--- src/hw/crsf_pkg.sv ---
// Shared constants, command encoding and carriers for the CPU register set.
package crsf_pkg;

    // Status register bit positions, bit 7 down to bit 0.
    localparam int FLG_N = 7;
    localparam int FLG_V = 6;
    localparam int FLG_U = 5;
    localparam int FLG_B = 4;
    localparam int FLG_D = 3;
    localparam int FLG_I = 2;
    localparam int FLG_Z = 1;
    localparam int FLG_C = 0;

    // Values after reset.
    localparam logic [15:0] PC_RESET = 16'hFFFF;
    localparam logic [7:0] P_RESET = 8'h34;
    localparam logic [7:0] SP_RESET = 8'hFF;
    localparam logic [7:0] REG_RESET = 8'h00;

    // Stack page and exception vectors.
    localparam logic [7:0] STACK_PAGE = 8'h01;
    localparam logic [15:0] VEC_NMI = 16'hFFFA;
    localparam logic [15:0] VEC_RESET = 16'hFFFC;
    localparam logic [15:0] VEC_IRQ = 16'hFFFE;

    // Software register port offsets.
    localparam logic [3:0] OFS_ACC = 4'h0;
    localparam logic [3:0] OFS_IDX_X = 4'h1;
    localparam logic [3:0] OFS_IDX_Y = 4'h2;
    localparam logic [3:0] OFS_STACK = 4'h3;
    localparam logic [3:0] OFS_PC_LO = 4'h4;
    localparam logic [3:0] OFS_PC_HI = 4'h5;
    localparam logic [3:0] OFS_STATUS = 4'h6;

    typedef enum logic [4:0] {
        OP_NOP, OP_LOAD, OP_TRANSFER, OP_ADC, OP_SBC, OP_CMP, OP_INC,
        OP_DEC, OP_ASL, OP_LSR, OP_ROL, OP_ROR, OP_SETF, OP_CLRF,
        OP_PUSH, OP_POP, OP_PHP, OP_PLP, OP_INDEX, OP_CALL, OP_JUMP,
        OP_PC_INC, OP_PCL_LOAD, OP_PCH_LOAD, OP_INT_POLL, OP_TXS
    } crsf_op_e;

    typedef enum logic [1:0] {R_ACC, R_X, R_Y} crsf_reg_e;

    typedef struct packed {
        crsf_op_e op;
        crsf_reg_e sel;
        crsf_reg_e src;
        logic [2:0] flag;
        logic [7:0] data;
        logic [15:0] addr;
    } crsf_cmd_s;

    typedef struct packed {
        logic we;
        logic [15:0] addr;
        logic [7:0] wdata;
    } crsf_mem_s;

endpackage

--- src/hw/crsf_regs.sv ---
// CPU register set: accumulator, index, stack, program counter and status.
`timescale 1ns/1ps
`default_nettype none

// How it works
// RQ1 - One 8-bit accumulator serves transfers, storage and flag results.
// RQ2 - Indexed mode adds X or Y to the given address as effective address.
// RQ3 - Index registers support increment, decrement, compare and transfer.
// RQ4 - An 8-bit stack pointer picks the location of every push and pop.
// RQ5 - Calls and accepted interrupts move the stack pointer by themselves.
// RQ6 - Sixteen-bit program counter is built from a high and a low byte.
// RQ7 - Reset loads the program counter with all ones.
// RQ8 - Status register holds the interrupt mask and six result flags.
// RQ9 - Status is pushed and pulled whole; single bits set or cleared.
// RQ10 - Instructions that do not affect flags leave the status unchanged.
// RQ11 - Negative flag takes bit 7 of each flag-updating result.
// RQ12 - Overflow sets when a signed sum or difference leaves -128..+127.
// RQ13 - Decimal flag selects binary or decimal arithmetic; software sets it.
// RQ14 - Interrupt disable blocks maskable requests; the non-maskable never.
// RQ15 - Zero flag is one for a zero result, zero otherwise.
// RQ16 - Carry is one on carry out of an add or no borrow of a subtract.
// RQ17 - Shifts and rotates through carry load it with the bit shifted out.
// RQ18 - Vectors: non-maskable, reset, maskable in the top six bytes.
// RQ19 - Push writes then decrements; pop increments then reads; page 0x1xx.
// RQ20 - Status layout is N, V, unused, B, D, I, Z, C from bit 7 down.
module crsf_regs (
    input wire logic clock,
    input wire logic rstn,
    input wire crsf_pkg::crsf_cmd_s cmd,
    input wire logic cmd_valid,
    input wire logic irq_req,
    input wire logic nmi_req,
    input wire logic [3:0] sw_addr,
    input wire logic [7:0] sw_wdata,
    input wire logic sw_write,
    input wire logic sw_read,
    output logic [7:0] sw_rdata_q,
    output logic [7:0] acc_q,
    output logic [7:0] x_q,
    output logic [7:0] y_q,
    output logic [7:0] stack_pointer_q,
    output logic [15:0] pc_q,
    output logic [7:0] status_q,
    output logic [15:0] eff_addr_q,
    output logic [15:0] pop_addr_q,
    output crsf_pkg::crsf_mem_s mem_q,
    output logic [15:0] vec_addr_q,
    output logic int_accept_q,
    output logic busy_q
);
    import crsf_pkg::*;

    typedef enum logic [1:0] {ST_IDLE, ST_PUSH_LO, ST_PUSH_P} crsf_state_e;

    crsf_state_e state_q;
    logic in_int_q;
    logic [15:0] ret_q;
    logic [15:0] target_q;
    logic take;
    logic int_go;
    logic nmi_sel;
    logic [7:0] opv;
    logic [7:0] res;
    logic [7:0] status_d;
    logic [7:0] stack_pointer_d;
    logic wr_reg;
    logic [9:0] arith;

    function automatic logic [7:0] rsel(input crsf_reg_e s, input logic [7:0] a,
                                         input logic [7:0] x,
                                         input logic [7:0] y);
        case (s)
            R_X: rsel = x;
            R_Y: rsel = y;
            default: rsel = a;
        endcase
    endfunction

    // Result is {carry, overflow, value}.
    function automatic logic [9:0] add_fn(input logic [7:0] a,
                                          input logic [7:0] b,
                                          input logic cin, input logic dec);
        logic [8:0] bin;
        logic [4:0] lo;
        logic [4:0] hi;
        logic ov;
        bin = {1'b0, a} + {1'b0, b} + {8'h00, cin};
        ov = (a[7] == b[7]) && (bin[7] != a[7]);
        lo = {1'b0, a[3:0]} + {1'b0, b[3:0]} + {4'h0, cin};
        if (lo > 5'h09) begin
            lo = lo + 5'h06;
        end
        hi = {1'b0, a[7:4]} + {1'b0, b[7:4]} + {4'h0, lo[4]};
        if (hi > 5'h09) begin
            hi = hi + 5'h06;
        end
        if (dec) begin
            add_fn = {hi[4], ov, hi[3:0], lo[3:0]};
        end else begin
            add_fn = {bin[8], ov, bin[7:0]};
        end
    endfunction

    // Carry out means no borrow, in both modes.
    function automatic logic [9:0] sub_fn(input logic [7:0] a,
                                          input logic [7:0] b,
                                          input logic cin, input logic dec);
        logic [8:0] bin;
        logic [4:0] lo;
        logic [4:0] hi;
        logic ov;
        bin = {1'b0, a} + {1'b0, ~b} + {8'h00, cin};
        ov = (a[7] != b[7]) && (bin[7] != a[7]);
        lo = {1'b0, a[3:0]} - {1'b0, b[3:0]} - {4'h0, ~cin};
        hi = {1'b0, a[7:4]} - {1'b0, b[7:4]} - {4'h0, lo[4]};
        if (lo[4]) begin
            lo = lo - 5'h06;
        end
        if (hi[4]) begin
            hi = hi - 5'h06;
        end
        if (dec) begin
            sub_fn = {bin[8], ov, hi[3:0], lo[3:0]};
        end else begin
            sub_fn = {bin[8], ov, bin[7:0]};
        end
    endfunction

    assign take = cmd_valid && (state_q == ST_IDLE);
    assign nmi_sel = nmi_req;
    // The mask gates only the maskable request.
    assign int_go = take && (cmd.op == OP_INT_POLL)
        && (nmi_req || (irq_req && !status_q[FLG_I])); // RQ14

    // Flag and result path; status_d defaults to the held value.
    always_comb begin
        opv = rsel(cmd.sel, acc_q, x_q, y_q);
        res = REG_RESET;
        wr_reg = 1'b0;
        status_d = status_q; // RQ10
        arith = add_fn(acc_q, cmd.data, status_q[FLG_C], status_q[FLG_D]);
        if (take) begin
            case (cmd.op)
                OP_ADC, OP_SBC: begin
                    if (cmd.op == OP_SBC) begin
                        arith = sub_fn(acc_q, cmd.data, status_q[FLG_C],
                                       status_q[FLG_D]); // RQ13
                    end
                    res = arith[7:0];
                    wr_reg = 1'b1;
                    status_d[FLG_C] = arith[9]; // RQ16
                    status_d[FLG_V] = arith[8]; // RQ12
                end
                OP_CMP: begin
                    arith = sub_fn(opv, cmd.data, 1'b1, 1'b0); // RQ3
                    res = arith[7:0];
                    status_d[FLG_C] = arith[9]; // RQ16
                end
                OP_INC: begin
                    res = opv + 8'h01; // RQ3
                    wr_reg = 1'b1;
                end
                OP_DEC: begin
                    res = opv - 8'h01; // RQ3
                    wr_reg = 1'b1;
                end
                OP_ASL, OP_ROL: begin
                    res = {opv[6:0],
                           (cmd.op == OP_ROL) ? status_q[FLG_C] : 1'b0};
                    status_d[FLG_C] = opv[7]; // RQ17
                    wr_reg = 1'b1;
                end
                OP_LSR, OP_ROR: begin
                    res = {(cmd.op == OP_ROR) ? status_q[FLG_C] : 1'b0,
                           opv[7:1]};
                    status_d[FLG_C] = opv[0]; // RQ17
                    wr_reg = 1'b1;
                end
                OP_LOAD, OP_POP: begin
                    res = cmd.data; // RQ1
                    wr_reg = 1'b1;
                end
                OP_TRANSFER: begin
                    res = rsel(cmd.src, acc_q, x_q, y_q); // RQ3
                    wr_reg = 1'b1;
                end
                OP_SETF: status_d[cmd.flag] = 1'b1; // RQ9
                OP_CLRF: status_d[cmd.flag] = 1'b0; // RQ9
                OP_PLP: status_d = cmd.data; // RQ9
                default: ;
            endcase
            case (cmd.op)
                OP_ADC, OP_SBC, OP_CMP, OP_INC, OP_DEC, OP_ASL, OP_ROL,
                OP_LSR, OP_ROR, OP_LOAD, OP_POP, OP_TRANSFER: begin
                    status_d[FLG_N] = res[7]; // RQ11
                    status_d[FLG_Z] = (res == 8'h00); // RQ15
                end
                default: ;
            endcase
        end
        if (state_q == ST_PUSH_P) begin
            status_d[FLG_I] = 1'b1; // RQ14
        end
    end

    // Stack moves by itself on calls and interrupt entry.
    always_comb begin
        stack_pointer_d = stack_pointer_q;
        if (take) begin
            case (cmd.op)
                OP_PUSH, OP_PHP, OP_CALL: begin
                    stack_pointer_d = stack_pointer_q - 8'h01; // RQ19
                end
                OP_POP, OP_PLP: begin
                    stack_pointer_d = stack_pointer_q + 8'h01; // RQ19
                end
                OP_TXS: stack_pointer_d = x_q;
                OP_INT_POLL: begin
                    if (int_go) begin
                        stack_pointer_d = stack_pointer_q - 8'h01; // RQ5
                    end
                end
                default: ;
            endcase
        end else if (state_q != ST_IDLE) begin
            stack_pointer_d = stack_pointer_q - 8'h01; // RQ5
        end
        if (sw_write && sw_addr == OFS_STACK && !take
            && state_q == ST_IDLE) begin
            stack_pointer_d = sw_wdata;
        end
    end

    always_ff @(posedge clock) begin
        if (!rstn) begin
            stack_pointer_q <= SP_RESET;
            pop_addr_q <= {STACK_PAGE, SP_RESET + 8'h01};
        end else begin
            stack_pointer_q <= stack_pointer_d; // RQ4
            pop_addr_q <= {STACK_PAGE, stack_pointer_d + 8'h01}; // RQ19
        end
    end

    // Data registers; the sequencer wins over a software write.
    always_ff @(posedge clock) begin
        if (!rstn) begin
            acc_q <= REG_RESET;
            x_q <= REG_RESET;
            y_q <= REG_RESET;
        end else if (wr_reg) begin
            case (cmd.sel)
                R_X: x_q <= res; // RQ3
                R_Y: y_q <= res; // RQ3
                default: acc_q <= res; // RQ1
            endcase
        end else if (sw_write) begin
            case (sw_addr)
                OFS_ACC: acc_q <= sw_wdata;
                OFS_IDX_X: x_q <= sw_wdata;
                OFS_IDX_Y: y_q <= sw_wdata;
                default: ;
            endcase
        end
    end

    always_ff @(posedge clock) begin
        if (!rstn) begin
            status_q <= P_RESET;
        end else if (sw_write && sw_addr == OFS_STATUS && !take
                     && state_q == ST_IDLE) begin
            status_q <= sw_wdata;
        end else begin
            status_q <= status_d; // RQ8 RQ20
        end
    end

    always_ff @(posedge clock) begin
        if (!rstn) begin
            eff_addr_q <= PC_RESET;
        end else if (take && cmd.op == OP_INDEX) begin
            eff_addr_q <= cmd.addr + {8'h00,
                (cmd.sel == R_Y) ? y_q : x_q}; // RQ2
        end
    end

    always_ff @(posedge clock) begin
        if (!rstn) begin
            pc_q <= PC_RESET; // RQ7
        end else if (take) begin
            case (cmd.op)
                OP_PC_INC: pc_q <= pc_q + 16'h0001;
                OP_JUMP: pc_q <= cmd.addr;
                OP_PCL_LOAD: pc_q[7:0] <= cmd.data; // RQ6
                OP_PCH_LOAD: pc_q[15:8] <= cmd.data; // RQ6
                default: ;
            endcase
        end else if (state_q == ST_PUSH_LO && !in_int_q) begin
            pc_q <= target_q;
        end else if (sw_write && state_q == ST_IDLE) begin
            if (sw_addr == OFS_PC_LO) begin
                pc_q[7:0] <= sw_wdata;
            end else if (sw_addr == OFS_PC_HI) begin
                pc_q[15:8] <= sw_wdata;
            end
        end
    end

    // Call and interrupt entry push high byte, then low byte; interrupt entry then pushes status.
    always_ff @(posedge clock) begin
        if (!rstn) begin
            state_q <= ST_IDLE;
            in_int_q <= 1'b0;
            ret_q <= PC_RESET;
            target_q <= PC_RESET;
            mem_q <= '0;
            vec_addr_q <= VEC_RESET; // RQ18
            int_accept_q <= 1'b0;
            busy_q <= 1'b0;
        end else begin
            mem_q.we <= 1'b0;
            int_accept_q <= 1'b0;
            case (state_q)
                ST_IDLE: begin
                    if (take && (cmd.op == OP_CALL || int_go)) begin
                        state_q <= ST_PUSH_LO; // RQ5
                        in_int_q <= int_go;
                        ret_q <= pc_q;
                        target_q <= cmd.addr;
                        mem_q <= '{1'b1, {STACK_PAGE, stack_pointer_q},
                                   pc_q[15:8]};
                        busy_q <= 1'b1;
                        if (int_go) begin
                            int_accept_q <= 1'b1;
                            vec_addr_q <= nmi_sel ? VEC_NMI : VEC_IRQ; // RQ18
                        end
                    end else if (take && (cmd.op == OP_PUSH
                                          || cmd.op == OP_PHP)) begin
                        mem_q <= '{1'b1, {STACK_PAGE, stack_pointer_q},
                                   (cmd.op == OP_PHP) ? status_q : opv}; // RQ9
                    end
                end
                ST_PUSH_LO: begin
                    mem_q <= '{1'b1, {STACK_PAGE, stack_pointer_q},
                               ret_q[7:0]};
                    state_q <= in_int_q ? ST_PUSH_P : ST_IDLE;
                    busy_q <= in_int_q;
                end
                ST_PUSH_P: begin
                    mem_q <= '{1'b1, {STACK_PAGE, stack_pointer_q},
                               status_q}; // RQ9
                    state_q <= ST_IDLE;
                    busy_q <= 1'b0;
                end
                default: state_q <= ST_IDLE;
            endcase
        end
    end

    // Read data stands only in the cycle after the strobe.
    always_ff @(posedge clock) begin
        if (!rstn) begin
            sw_rdata_q <= REG_RESET;
        end else if (sw_read) begin
            case (sw_addr)
                OFS_ACC: sw_rdata_q <= acc_q;
                OFS_IDX_X: sw_rdata_q <= x_q;
                OFS_IDX_Y: sw_rdata_q <= y_q;
                OFS_STACK: sw_rdata_q <= stack_pointer_q;
                OFS_PC_LO: sw_rdata_q <= pc_q[7:0];
                OFS_PC_HI: sw_rdata_q <= pc_q[15:8];
                OFS_STATUS: sw_rdata_q <= status_q;
                default: sw_rdata_q <= REG_RESET;
            endcase
        end else begin
            sw_rdata_q <= REG_RESET;
        end
    end

endmodule // crsf_regs

`default_nettype wire

--- config.mk ---
export PLATFORM = sky130hd
export DESIGN_NAME = crsf_regs
export DESIGN_NICKNAME = d
export VERILOG_FILES = /design/src/hw/crsf_pkg.sv /design/src/hw/crsf_regs.sv
export SDC_FILE = /design/constraint.sdc
export NUM_CORES = 1
export LEC_CHECK = 0
export ABC_AREA = 1
export BUFFER_PORTS_ARGS = -buffer_cell sky130_fd_sc_hd__buf_4
export CAP_MARGIN = 10
export CORE_ASPECT_RATIO = 2
export CORE_MARGIN = 2
export CORE_UTILIZATION = 32
export DETAILED_ROUTE_END_ITERATION = 10
export REMOVE_ABC_BUFFERS = 1
export SYNTH_ARGS = -nofsm -noshare
export SYNTH_HDL_FRONTEND = slang
export SYNTH_SLANG_ARGS = --single-unit
--- constraint.sdc ---
create_clock -name clock -period 8 [get_ports clock]
set_input_delay 0 -clock clock [delete_from_list [all_inputs] [get_ports clock]]
set_output_delay 0 -clock clock [all_outputs]
set_load 0.02 [all_outputs]
==> impl_metrics.toml, run 1 <==
[outcome]
outcome = "finished, final reports clean"

[logic_synthesis]
synth.yosys.seq_area_share_pct = 24.24
asyncSetResetFlopFracSynth_pct = 0
synth_area_per_cell_sq_um = 6.386
synth_largest_area_cell = "dfxtp_1"
synth_largest_type_area_fraction_pct = 24.24
synth_area_sq_um = 11320
synth_most_common_cell = "nand2_1"
edff_count_synth = 0
postSynthCellCount = 1772
warnings_synthesis = 0
ys_dominant_reg_cell = "dfxtp_1"
yosys.cell_types.count = 55
number_of_synthesized_register_bits = 137
ys_top_cells_by_count = "nand2_1 (375), inv_1 (237), o21ai_0 (177), a21oi_1 (154), dfxtp_1 (137)"
synth.top_cells.by_area = "dfxtp_1 (24%), nand2_1 (12%), inv_1 (7.9%), o21ai_0 (7.8%), ha_1 (7.2%)"

[placed_design]
numPortBuffers = 164
hpwlAfterDp_microns = 45750
placed_cells = 2334
post-place-ws_ns = 2.830
final_weighted_congestion_in_routability_driven_placement = 1.036

[cells_and_area]
antenna_cells_inserted = 0
drive_gt1_share_pct = 12.94
area_growth_syn_to_layout_pct = 20.58
utilization_after_layout_pct = 39.04
design.final.nets = 2066
stdcell_count = 2392

[floorplanning]
die_width_microns = 137.0
number_of_standard_cell_rows_in_the_floorplan = 97
core_region_area_sq_um = 34950
floorplan.die.height_microns = 269.9
effective_utilization_at_floorplan_pct = 32.37
die_area_sq_um = 36970
io-pin-count = 194

[sta]
hold_viol = 0
slew_violations = 0
achievable-frequency_ghz = 0.1899
post-route-min-period_ns = 5.265
unrepaired_setup_endpoints_after_global_routing = "false"
worstMarginPinSlew_ns = 1.119
finalCritPeriodShare_pct = 65.82
timing.setup.tns_ns = 0
timing.hold.ws_ns = 0.02693
fin_skew_ns = 0.01084
setup_viol = 0
timing.final.ws_setup_ns = 2.735
slew-limit-headroom_pct = 24.90

[routing]
dr_total_vias = 13210
ant_nets = 0
detailedRoute.firstPassIterationCount = 5
drc_errors = 0
totalWireLength_microns = 56990
detailedRoute.firstIterationViolations = 880
avgViaCountPerCell = 5.523
wire_per_inst_microns = 23.83

[critical_path]
slowest_stage = "dfxtp_1"
crit_path_frequent_cell = "nand2_1"
critical_path_arrival_ns = 5.61
critPathLaunchType = "flip-flop"
critPathKind = "reg -> reg"
cp.required_ns = 8.35
crit_path_end_kind = "flip-flop"
critical_path_peak_fanout = 7
critical-path-max-stage-delay_ns = 0.46

[global_routing]
antenna_found_initial = 0
grt.total_usage_pct = 30.55
grt_pass1_wl_microns = 81790
grt_pass1_vias = 12850
grt_start_max_net_pins = 66
grt.overflow.total = 0

[clock_network]
number_of_buffers_added_by_the_clock_tree_synthesis_step = 17
cts.htree.levels = 4
clk_pin_slew_ns = 0.07
cts_tree = "done"
tritoncts_num_sinks = 137
clock_path_buffers = 2
buffer_count_from_post_cts_setup_fixing = 0
clock-root-buffer = "clkbuf_16"
clkLatencyLatePin_ns = 0.45

[power]
areal_power_density_over_the_cells_nw_per_um2 = 193.1
ir_drop_mv = 0.1555
leakagePower_nw = 6.665

[min_path]
hold_class = "in -> reg"

[job]
timing.max_cap.violations = 0
[cells by family (layout without fill, tap and decap cells)]
| family | after synthesis | after routing | synth area share, % |
|---|---|---|---|
| buffers and inverters | 338 | 486 | 12.51 |
| and+or+nand+nor | 680 | 680 | 25.52 |
| AOI/OAI and AO/OA | 514 | 514 | 26.50 |
| xor gates and xnor gates | 24 | 24 | 1.858 |
| other | 2 | 29 | 0.06637 |
| adders and majority gates | 77 | 77 | 9.310 |
| DFF | 137 | 137 | 24.24 |
[state kept, by name, indices dropped and copies added (netlist names)]
name	flops
pop_addr_q	8
vec_addr_q	2
in_int_q	1
x_q	8
ret_q	8
busy_q	1
status_q	8
sw_rdata_q	8
state_q	2
acc_q	8
pc_q	16
stack_pointer_q	8
y_q	8
target_q	16
eff_addr_q	16
int_accept_q	1
mem_q	18
[power by group]
group	internal (mW)	switching, mW
Combinational	0.336	0.690
Sequential	0.742	0.0817
Clock	0.432	0.353
Total	1.51	1.13
[final cells by class]
cell class | count | area (sq um)
Fill cell | 3862 | 21310
Inverter | 253 | 949.7
Sequential cell | 137 | 2743
Multi-Input combinational cell | 1324 | 7259
Clock buffer | 17 | 425.4
Tap cell | 445 | 556.8
Timing Repair Buffer | 201 | 1569
Clock inverter | 15 | 141.4
[path summary, 6_finish.rpt]
check                                  start           end  slack (ns)  depth (start not counted)
worst max-delay path             status_q[0]      acc_q[5]        2.73                         32
worst min-delay path                 cmd[23]      pc_q[15]        0.03                          5
worst max register to register   status_q[0]      acc_q[5]        2.73                         32
worst min register to register  target_q[15]  target_q[15]        0.46                          2
[worst max-delay path: cells and delay by family, from the launching register on]
family | cells | cell delay (ns)
flops | 1 | 0.46
compound gates | 4 | 0.74
fa+ha+maj | 6 | 1.86
simple gates | 14 | 1.31
buf+inv | 8 | 0.78
[per-layer routing]
layer	track usage (%)	up-vias	share of wire, %
li1	-	6259	-
met1	27.80	6182	32
met2	53.97	546	51
met3	5.950	225	5.3
met4	30.01	0	12
met5	0	-	0
[cell usage in the layout, fill, tap and decap left out, types with 25 or more instances in the layout]
cell type	count
a21oi_1	154
buf_4	175
conb_1	29
dfxtp_1	137
dlygate4sd3_1	25
ha_1	65
inv_1	236
nand2_1	375
nand3_1	107
nor2_1	126
nor3_1	26
o211ai_1	52
o21ai_0	176
o22ai_1	36
[metrics by stage]
stage | cell area (sq um) | power (mW)
global route | 13640 | 2.764
finish | 13640 | 2.635
CTS | 13640 | 2.631
floorplan | 10950 | 1.427
global placement | 12820 | 1.831
detailed placement | 12820 | 1.833
[what timing repair did]
item	in CTS	in global routing
resized for setup	0	0
hold buffers	25	0
endpoints found under the hold margin	44	0
Power figures use the tool's default switching activity.
==> run 2: changes to the inputs <==
- clock period: 8 -> 5.1 ns (I/O delays scaled with it)
==> run 2 against run 1 <==
- fmax is 13% higher
- core utilization is 0.78 points higher
- non-clock buffer count is 24 higher
- final cell count is 1.0% higher
- routed wire length is 0.34% higher
- final area is 2.0% higher
- critical path depth stayed put
- total power is 64% higher
- largest cell class unchanged
==> impl_metrics.toml, run 2 (synthesis gave the netlist of run 1 again) <==
[global_routing]
grt.total_usage_pct = 30.84
grt_start_max_net_pins = 66
grt_pass1_vias = 13130
grt_pass1_wl_microns = 82790
grt.overflow.total = 0
antenna_found_initial = 0

[sta]
post-route-min-period_ns = 4.669
slew-limit-headroom_pct = 27.24
unrepaired_setup_endpoints_after_global_routing = "false"
fin_skew_ns = 0.007155
setup_viol = 0
achievable-frequency_ghz = 0.2142
finalCritPeriodShare_pct = 91.55
hold_viol = 0
timing.setup.tns_ns = 0
worstMarginPinSlew_ns = 1.084
slew_violations = 0

[min_path]
worst_hold_path.endpoint = "status_q[5]"
hold_class = "in -> reg"
timing.hold.worst.start = "sw_wdata[5]"
hold_path_depth = 3

[critical_path]
r2r_cells = 32
cp.required_ns = 5.49
critical-path-max-stage-delay_ns = 0.45
crit_path_end_kind = "flip-flop"
critical_path_arrival_ns = 5.06
critPathLaunchType = "flip-flop"
critPathKind = "reg -> reg"
slowest_stage = "fa_1"
crit_path_frequent_cell = "nand2_1"
critical_path_peak_fanout = 5
timing.reg2reg.setup_slack_ns = 0.43
r2r_start = "acc_q[0]"
r2r_end = "acc_q[5]"

[cells_and_area]
largest_register_ffs = 18
max_flop_register = "mem_q"
mostFrequentLayoutCells = "nand2_1 (375), inv_1 (235), buf_4 (201)"
design.final.nets = 2090
layout.area.seq_sq_um = 2744
filler_cell_count = 3835
layout_commonest_cell = "nand2_1"
multiInputGateArea_sq_um = 7292
stdcell_count = 2416
area_growth_syn_to_layout_pct = 22.98
drive_gt1_share_pct = 14.42

[power]
areal_power_density_over_the_cells_nw_per_um2 = 310.6
p_sw_share_pct = 41.08
pwr-share-comb_pct = 38.6
leakagePower_nw = 6.818
ir_drop_mv = 0.2416
internal_power_mw = 2.546
seq_power_share_pct = 29.8
switchingPower_mw = 1.775
clockPowerShare_pct = 31.6

[clock_network]
clkLatencyLatePin_ns = 0.45
cts_tree = "done"
clock_path_buffers = 2
cts.htree.levels = 4
clock-root-buffer = "clkbuf_16"
clk_pin_slew_ns = 0.06
number_of_buffers_added_by_the_clock_tree_synthesis_step = 17
tritoncts_num_sinks = 137

[placed_design]
placed_cells = 2360
final_weighted_congestion_in_routability_driven_placement = 1.046
hpwlAfterDp_microns = 46300
numPortBuffers = 164

[floorplanning]
die_width_microns = 137.0
die_area_sq_um = 36970
core_region_area_sq_um = 34950
floorplan.die.height_microns = 269.9
effective_utilization_at_floorplan_pct = 32.37
io-pin-count = 194
number_of_standard_cell_rows_in_the_floorplan = 97

[routing]
wire_per_inst_microns = 23.67
avgViaCountPerCell = 5.500
detailedRoute.firstPassIterationCount = 5
totalWireLength_microns = 57190
drc_errors = 0
ant_nets = 0
dr_total_vias = 13290
detailedRoute.firstIterationViolations = 917

[job]
timing.max_cap.violations = 0

[outcome]
outcome = "finished, final reports clean"
-- run 2: changes by cell type in the layout (fill, tap and decap cells not counted), moves of 2 or more --
| cell | before | now |
|---|---|---|
| inv_6 | 6 | 2 |
| buf_4 | 175 | 201 |
| dlygate4sd3_1 | 25 | 23 |
| clkinvlp_4 | 6 | 4 |
| bufinv_16 | 1 | 4 |
| clkinv_4 | 1 | 3 |
-- run 2: layer usage --
layer | GRT usage [%] | routed length, microns | vias to the layer above
li1 | - | - | 6306
met1 | 28.27 | 18010 | 6172
met2 | 55.43 | 29360 | 590
met3 | 4.354 | 2931 | 221
met4 | 30.25 | 6891 | 0
met5 | 0 | 0 | -
-- run 2: repair_timing --
action,in CTS,in global routing
hold endpoints to repair,42,0
hold buffers,23,0
setup buffers,0,0
endpoints found under the setup margin,0,12
resized for setup,0,9
-- run 2: stage by stage --
stage	area, sq um	power (mW)	utilization (%)	setup WS [ns]	hold slack (ns)
2_1_floorplan	10950	2.239	-	0.5972	0.06888
3_3_place_gp	13020	2.919	37.24	0.08093	0.2294
3_5_place_dp	13020	2.921	37.24	0.1703	0.2329
4_1_cts	13870	4.302	39.69	0.1315	0.0007951
5_1_grt	13910	4.533	39.81	0.04459	0.03142
6_report	13920	4.322	39.81	0.4309	0.01248
-- run 2: power groups by stage --
stage / registers [mW] / clock network [mW] / logic (mW)
global placement: 1.31 / 0 / 1.61
floorplan: 1.36 / 0 / 0.880
global route: 1.29 / 1.42 / 1.82
detailed placement: 1.30 / 0 / 1.62
CTS: 1.28 / 1.38 / 1.64
finish: 1.29 / 1.37 / 1.67
-- run 2: how the worst max path moves through the flow --
stage,start,endpoint,depth (start not counted)
after CTS,acc_q[0],acc_q[5],32
after detailed placement,acc_q[0],status_q[1],33
after floorplan,status_q[0],acc_q[5],32
after global placement,acc_q[0],acc_q[5],32
after global routing,acc_q[0],acc_q[5],32
final,acc_q[0],acc_q[5],32
-- run 2: critical path: cells and delay by family, from the launching register on --
family / cells / cell delay (ns)
adder cells (fa/ha/maj): 6 / 1.86
buffers and inverters: 9 / 0.75
AO/OA/AOI/OAI: 4 / 0.65
flip-flops: 1 / 0.37
AND/OR/NAND/NOR: 13 / 0.98
-- run 2: cell type report --
class / count / share of cell area, %
antenna: 1 / 0.01798
clock buffer: 17 / 3.057
clock inverter: 14 / 1.430
inverter: 253 / 6.824
multi-input combinational: 1324 / 52.40
sequential: 137 / 19.72
tap: 445 / 4.001
timing repair buffer: 225 / 12.55
==> run 3: changes to the inputs <==
==> constraint.sdc (replaced) <==
create_clock -name clock -period 5.1 [get_ports clock]
set_input_delay 0.255 -clock clock [delete_from_list [all_inputs] [get_ports clock]]
set_output_delay 0.255 -clock clock [all_outputs]
set_load 0.02 [all_outputs]
==> run 3 against run 2 <==
- clock skew rose by 0.0038 ns
- clock power fell by 4%
- combinational power barely moved
- fmax fell by 1.8%
- die area did not move
- core utilization fell by 0.51 points
- final cell count fell by 0.46%
- final area fell by 1.3%
- worst setup slack got worse by 0.085 ns
- non-clock buffer count fell by 12
- routed wire length rose by 0.90%
- sequential share of layout area rose by 0.25 points
- largest power group unchanged
- highest routed layer unchanged
==> impl_metrics.toml, run 3 (synthesis gave the netlist of run 1 again) <==
[clock_network]
clock_path_buffers = 2
clk_pin_slew_ns = 0.07
cts_hold_repair.buffers = 0
tritoncts_num_sinks = 137
cts.htree.levels = 4
cts_tree = "done"
clock-root-buffer = "clkbuf_16"
number_of_buffers_added_by_the_clock_tree_synthesis_step = 17
clkLatencyLatePin_ns = 0.45
buffer_count_from_post_cts_setup_fixing = 0

[placed_design]
placedInstanceArea_sq_um = 13110
numPortBuffers = 164
final_weighted_congestion_in_routability_driven_placement = 1.079
placed_cells = 2372
hpwlAfterDp_microns = 46440
post-place-ws_ns = 0.1513

[critical_path]
critPathLaunchType = "flip-flop"
critPathKind = "reg -> reg"
timing.critical_path.max_delay_family = "adder cells"
slowest_stage = "fa_2"
crit_path_end_kind = "flip-flop"
critical_path.n_buffers_inverters = 8
critical_path_peak_fanout = 4
cp.required_ns = 5.42
critical-path-max-stage-delay_ns = 0.45
critical_path_arrival_ns = 5.08
crit_path_frequent_cell = "nand2_1"

[cells_and_area]
stdcell_count = 2405
multiInputGateArea_sq_um = 7288
drive_gt1_share_pct = 14.96
layout.area.seq_sq_um = 2743
largest_register_ffs = 18
final_area_sq_um = 13740
utilization_after_layout_pct = 39.30
area_growth_syn_to_layout_pct = 21.41
design.final.nets = 2078
mostFrequentLayoutCells = "nand2_1 (375), inv_1 (235), buf_4 (213)"
layout_commonest_cell = "nand2_1"
max_flop_register = "mem_q"
filler_cell_count = 3855

[routing]
dr_total_vias = 13260
wire_per_inst_microns = 23.99
ant_nets = 0
avgViaCountPerCell = 5.514
totalWireLength_microns = 57700
detailedRoute.firstIterationViolations = 951
drc_errors = 0
detailedRoute.firstPassIterationCount = 6

[sta]
post-route-min-period_ns = 4.754
worstMarginPinSlew_ns = 1.077
timing.final.ws_setup_ns = 0.3457
achievable-frequency_ghz = 0.2103
fin_skew_ns = 0.01091
finalCritPeriodShare_pct = 93.22
slew-limit-headroom_pct = 26.33
hold_viol = 0
slew_violations = 0
timing.hold.ws_ns = 0.03422
timing.setup.tns_ns = 0
setup_viol = 0

[floorplanning]
die_area_sq_um = 36970
core_region_area_sq_um = 34950
die_width_microns = 137.0
floorplan.die.height_microns = 269.9
effective_utilization_at_floorplan_pct = 32.37
number_of_standard_cell_rows_in_the_floorplan = 97
io-pin-count = 194

[global_routing]
grt.total_usage_pct = 31.07
antenna_found_initial = 1
grt_start_max_net_pins = 66
grt_pass1_wl_microns = 83210
grt.overflow.total = 0
grt_pass1_vias = 13020

[power]
leakagePower_nw = 6.773
fin_total_pwr_mw = 4.280
ir_drop_mv = 0.2168
areal_power_density_over_the_cells_nw_per_um2 = 311.6

[job]
timing.max_cap.violations = 0

[min_path]
hold_class = "in -> reg"

[outcome]
outcome = "finished, final reports clean"
run 3: cell count changes in the layout (fill, tap and decap cells not counted), moves of 2 or more:
cell           previous run  this run
clkinv_2                  1         4
dlygate4sd3_1            23         0
clkinvlp_4                4         1
buf_4                   201       213
inv_6                     2         4
run 3: final timing paths:
path	cells after the start	end	slack, ns	from
setup / recovery	29	x_q[7]	0.35	status_q[0]
hold / removal	3	target_q[14]	0.03	cmd[14]
setup reg to reg	29	x_q[7]	0.35	status_q[0]
hold reg to reg	2	target_q[15]	0.46	target_q[15]
run 3: what timing repair did:
| item | CTS | global route |
|---|---|---|
| endpoints found under the setup margin | 0 | 12 |
| hold endpoints to repair | 0 | 0 |
| gates resized for setup | 0 | 8 |
run 3: metal layers:
| metal | vias up | GRT usage, % | part of all wire [%] |
|---|---|---|---|
| met5 | - | 0 | 0 |
| li1 | 6280 | - | - |
| met1 | 6138 | 28.74 | 32 |
| met2 | 594 | 54.41 | 51 |
| met4 | 0 | 31.42 | 12 |
| met3 | 249 | 5.368 | 4.9 |
run 3: area by class of cell:
class,count,area share (%)
antenna,1,0.01821
clock buffer,18,3.124
clock inverter,14,1.239
inverter,253,6.913
multi-input combinational,1324,53.05
sequential,137,19.96
tap,445,4.053
timing repair buffer,213,11.64
run 3: power breakdown:
part	switching [mW]	total, mW	internal [mW]
Sequential	0.120	1.28	1.16
Clock	0.541	1.31	0.772
Combinational	1.12	1.68	0.566
run 3: worst reg2reg max path, delay by kind of cell (launching register included):
family,cells,cell delay (ns)
fa+ha+maj,6,1.90
simple gates,9,0.64
flops,1,0.33
xor+xnor,1,0.20
compound gates,5,0.73
buf+inv,8,0.82
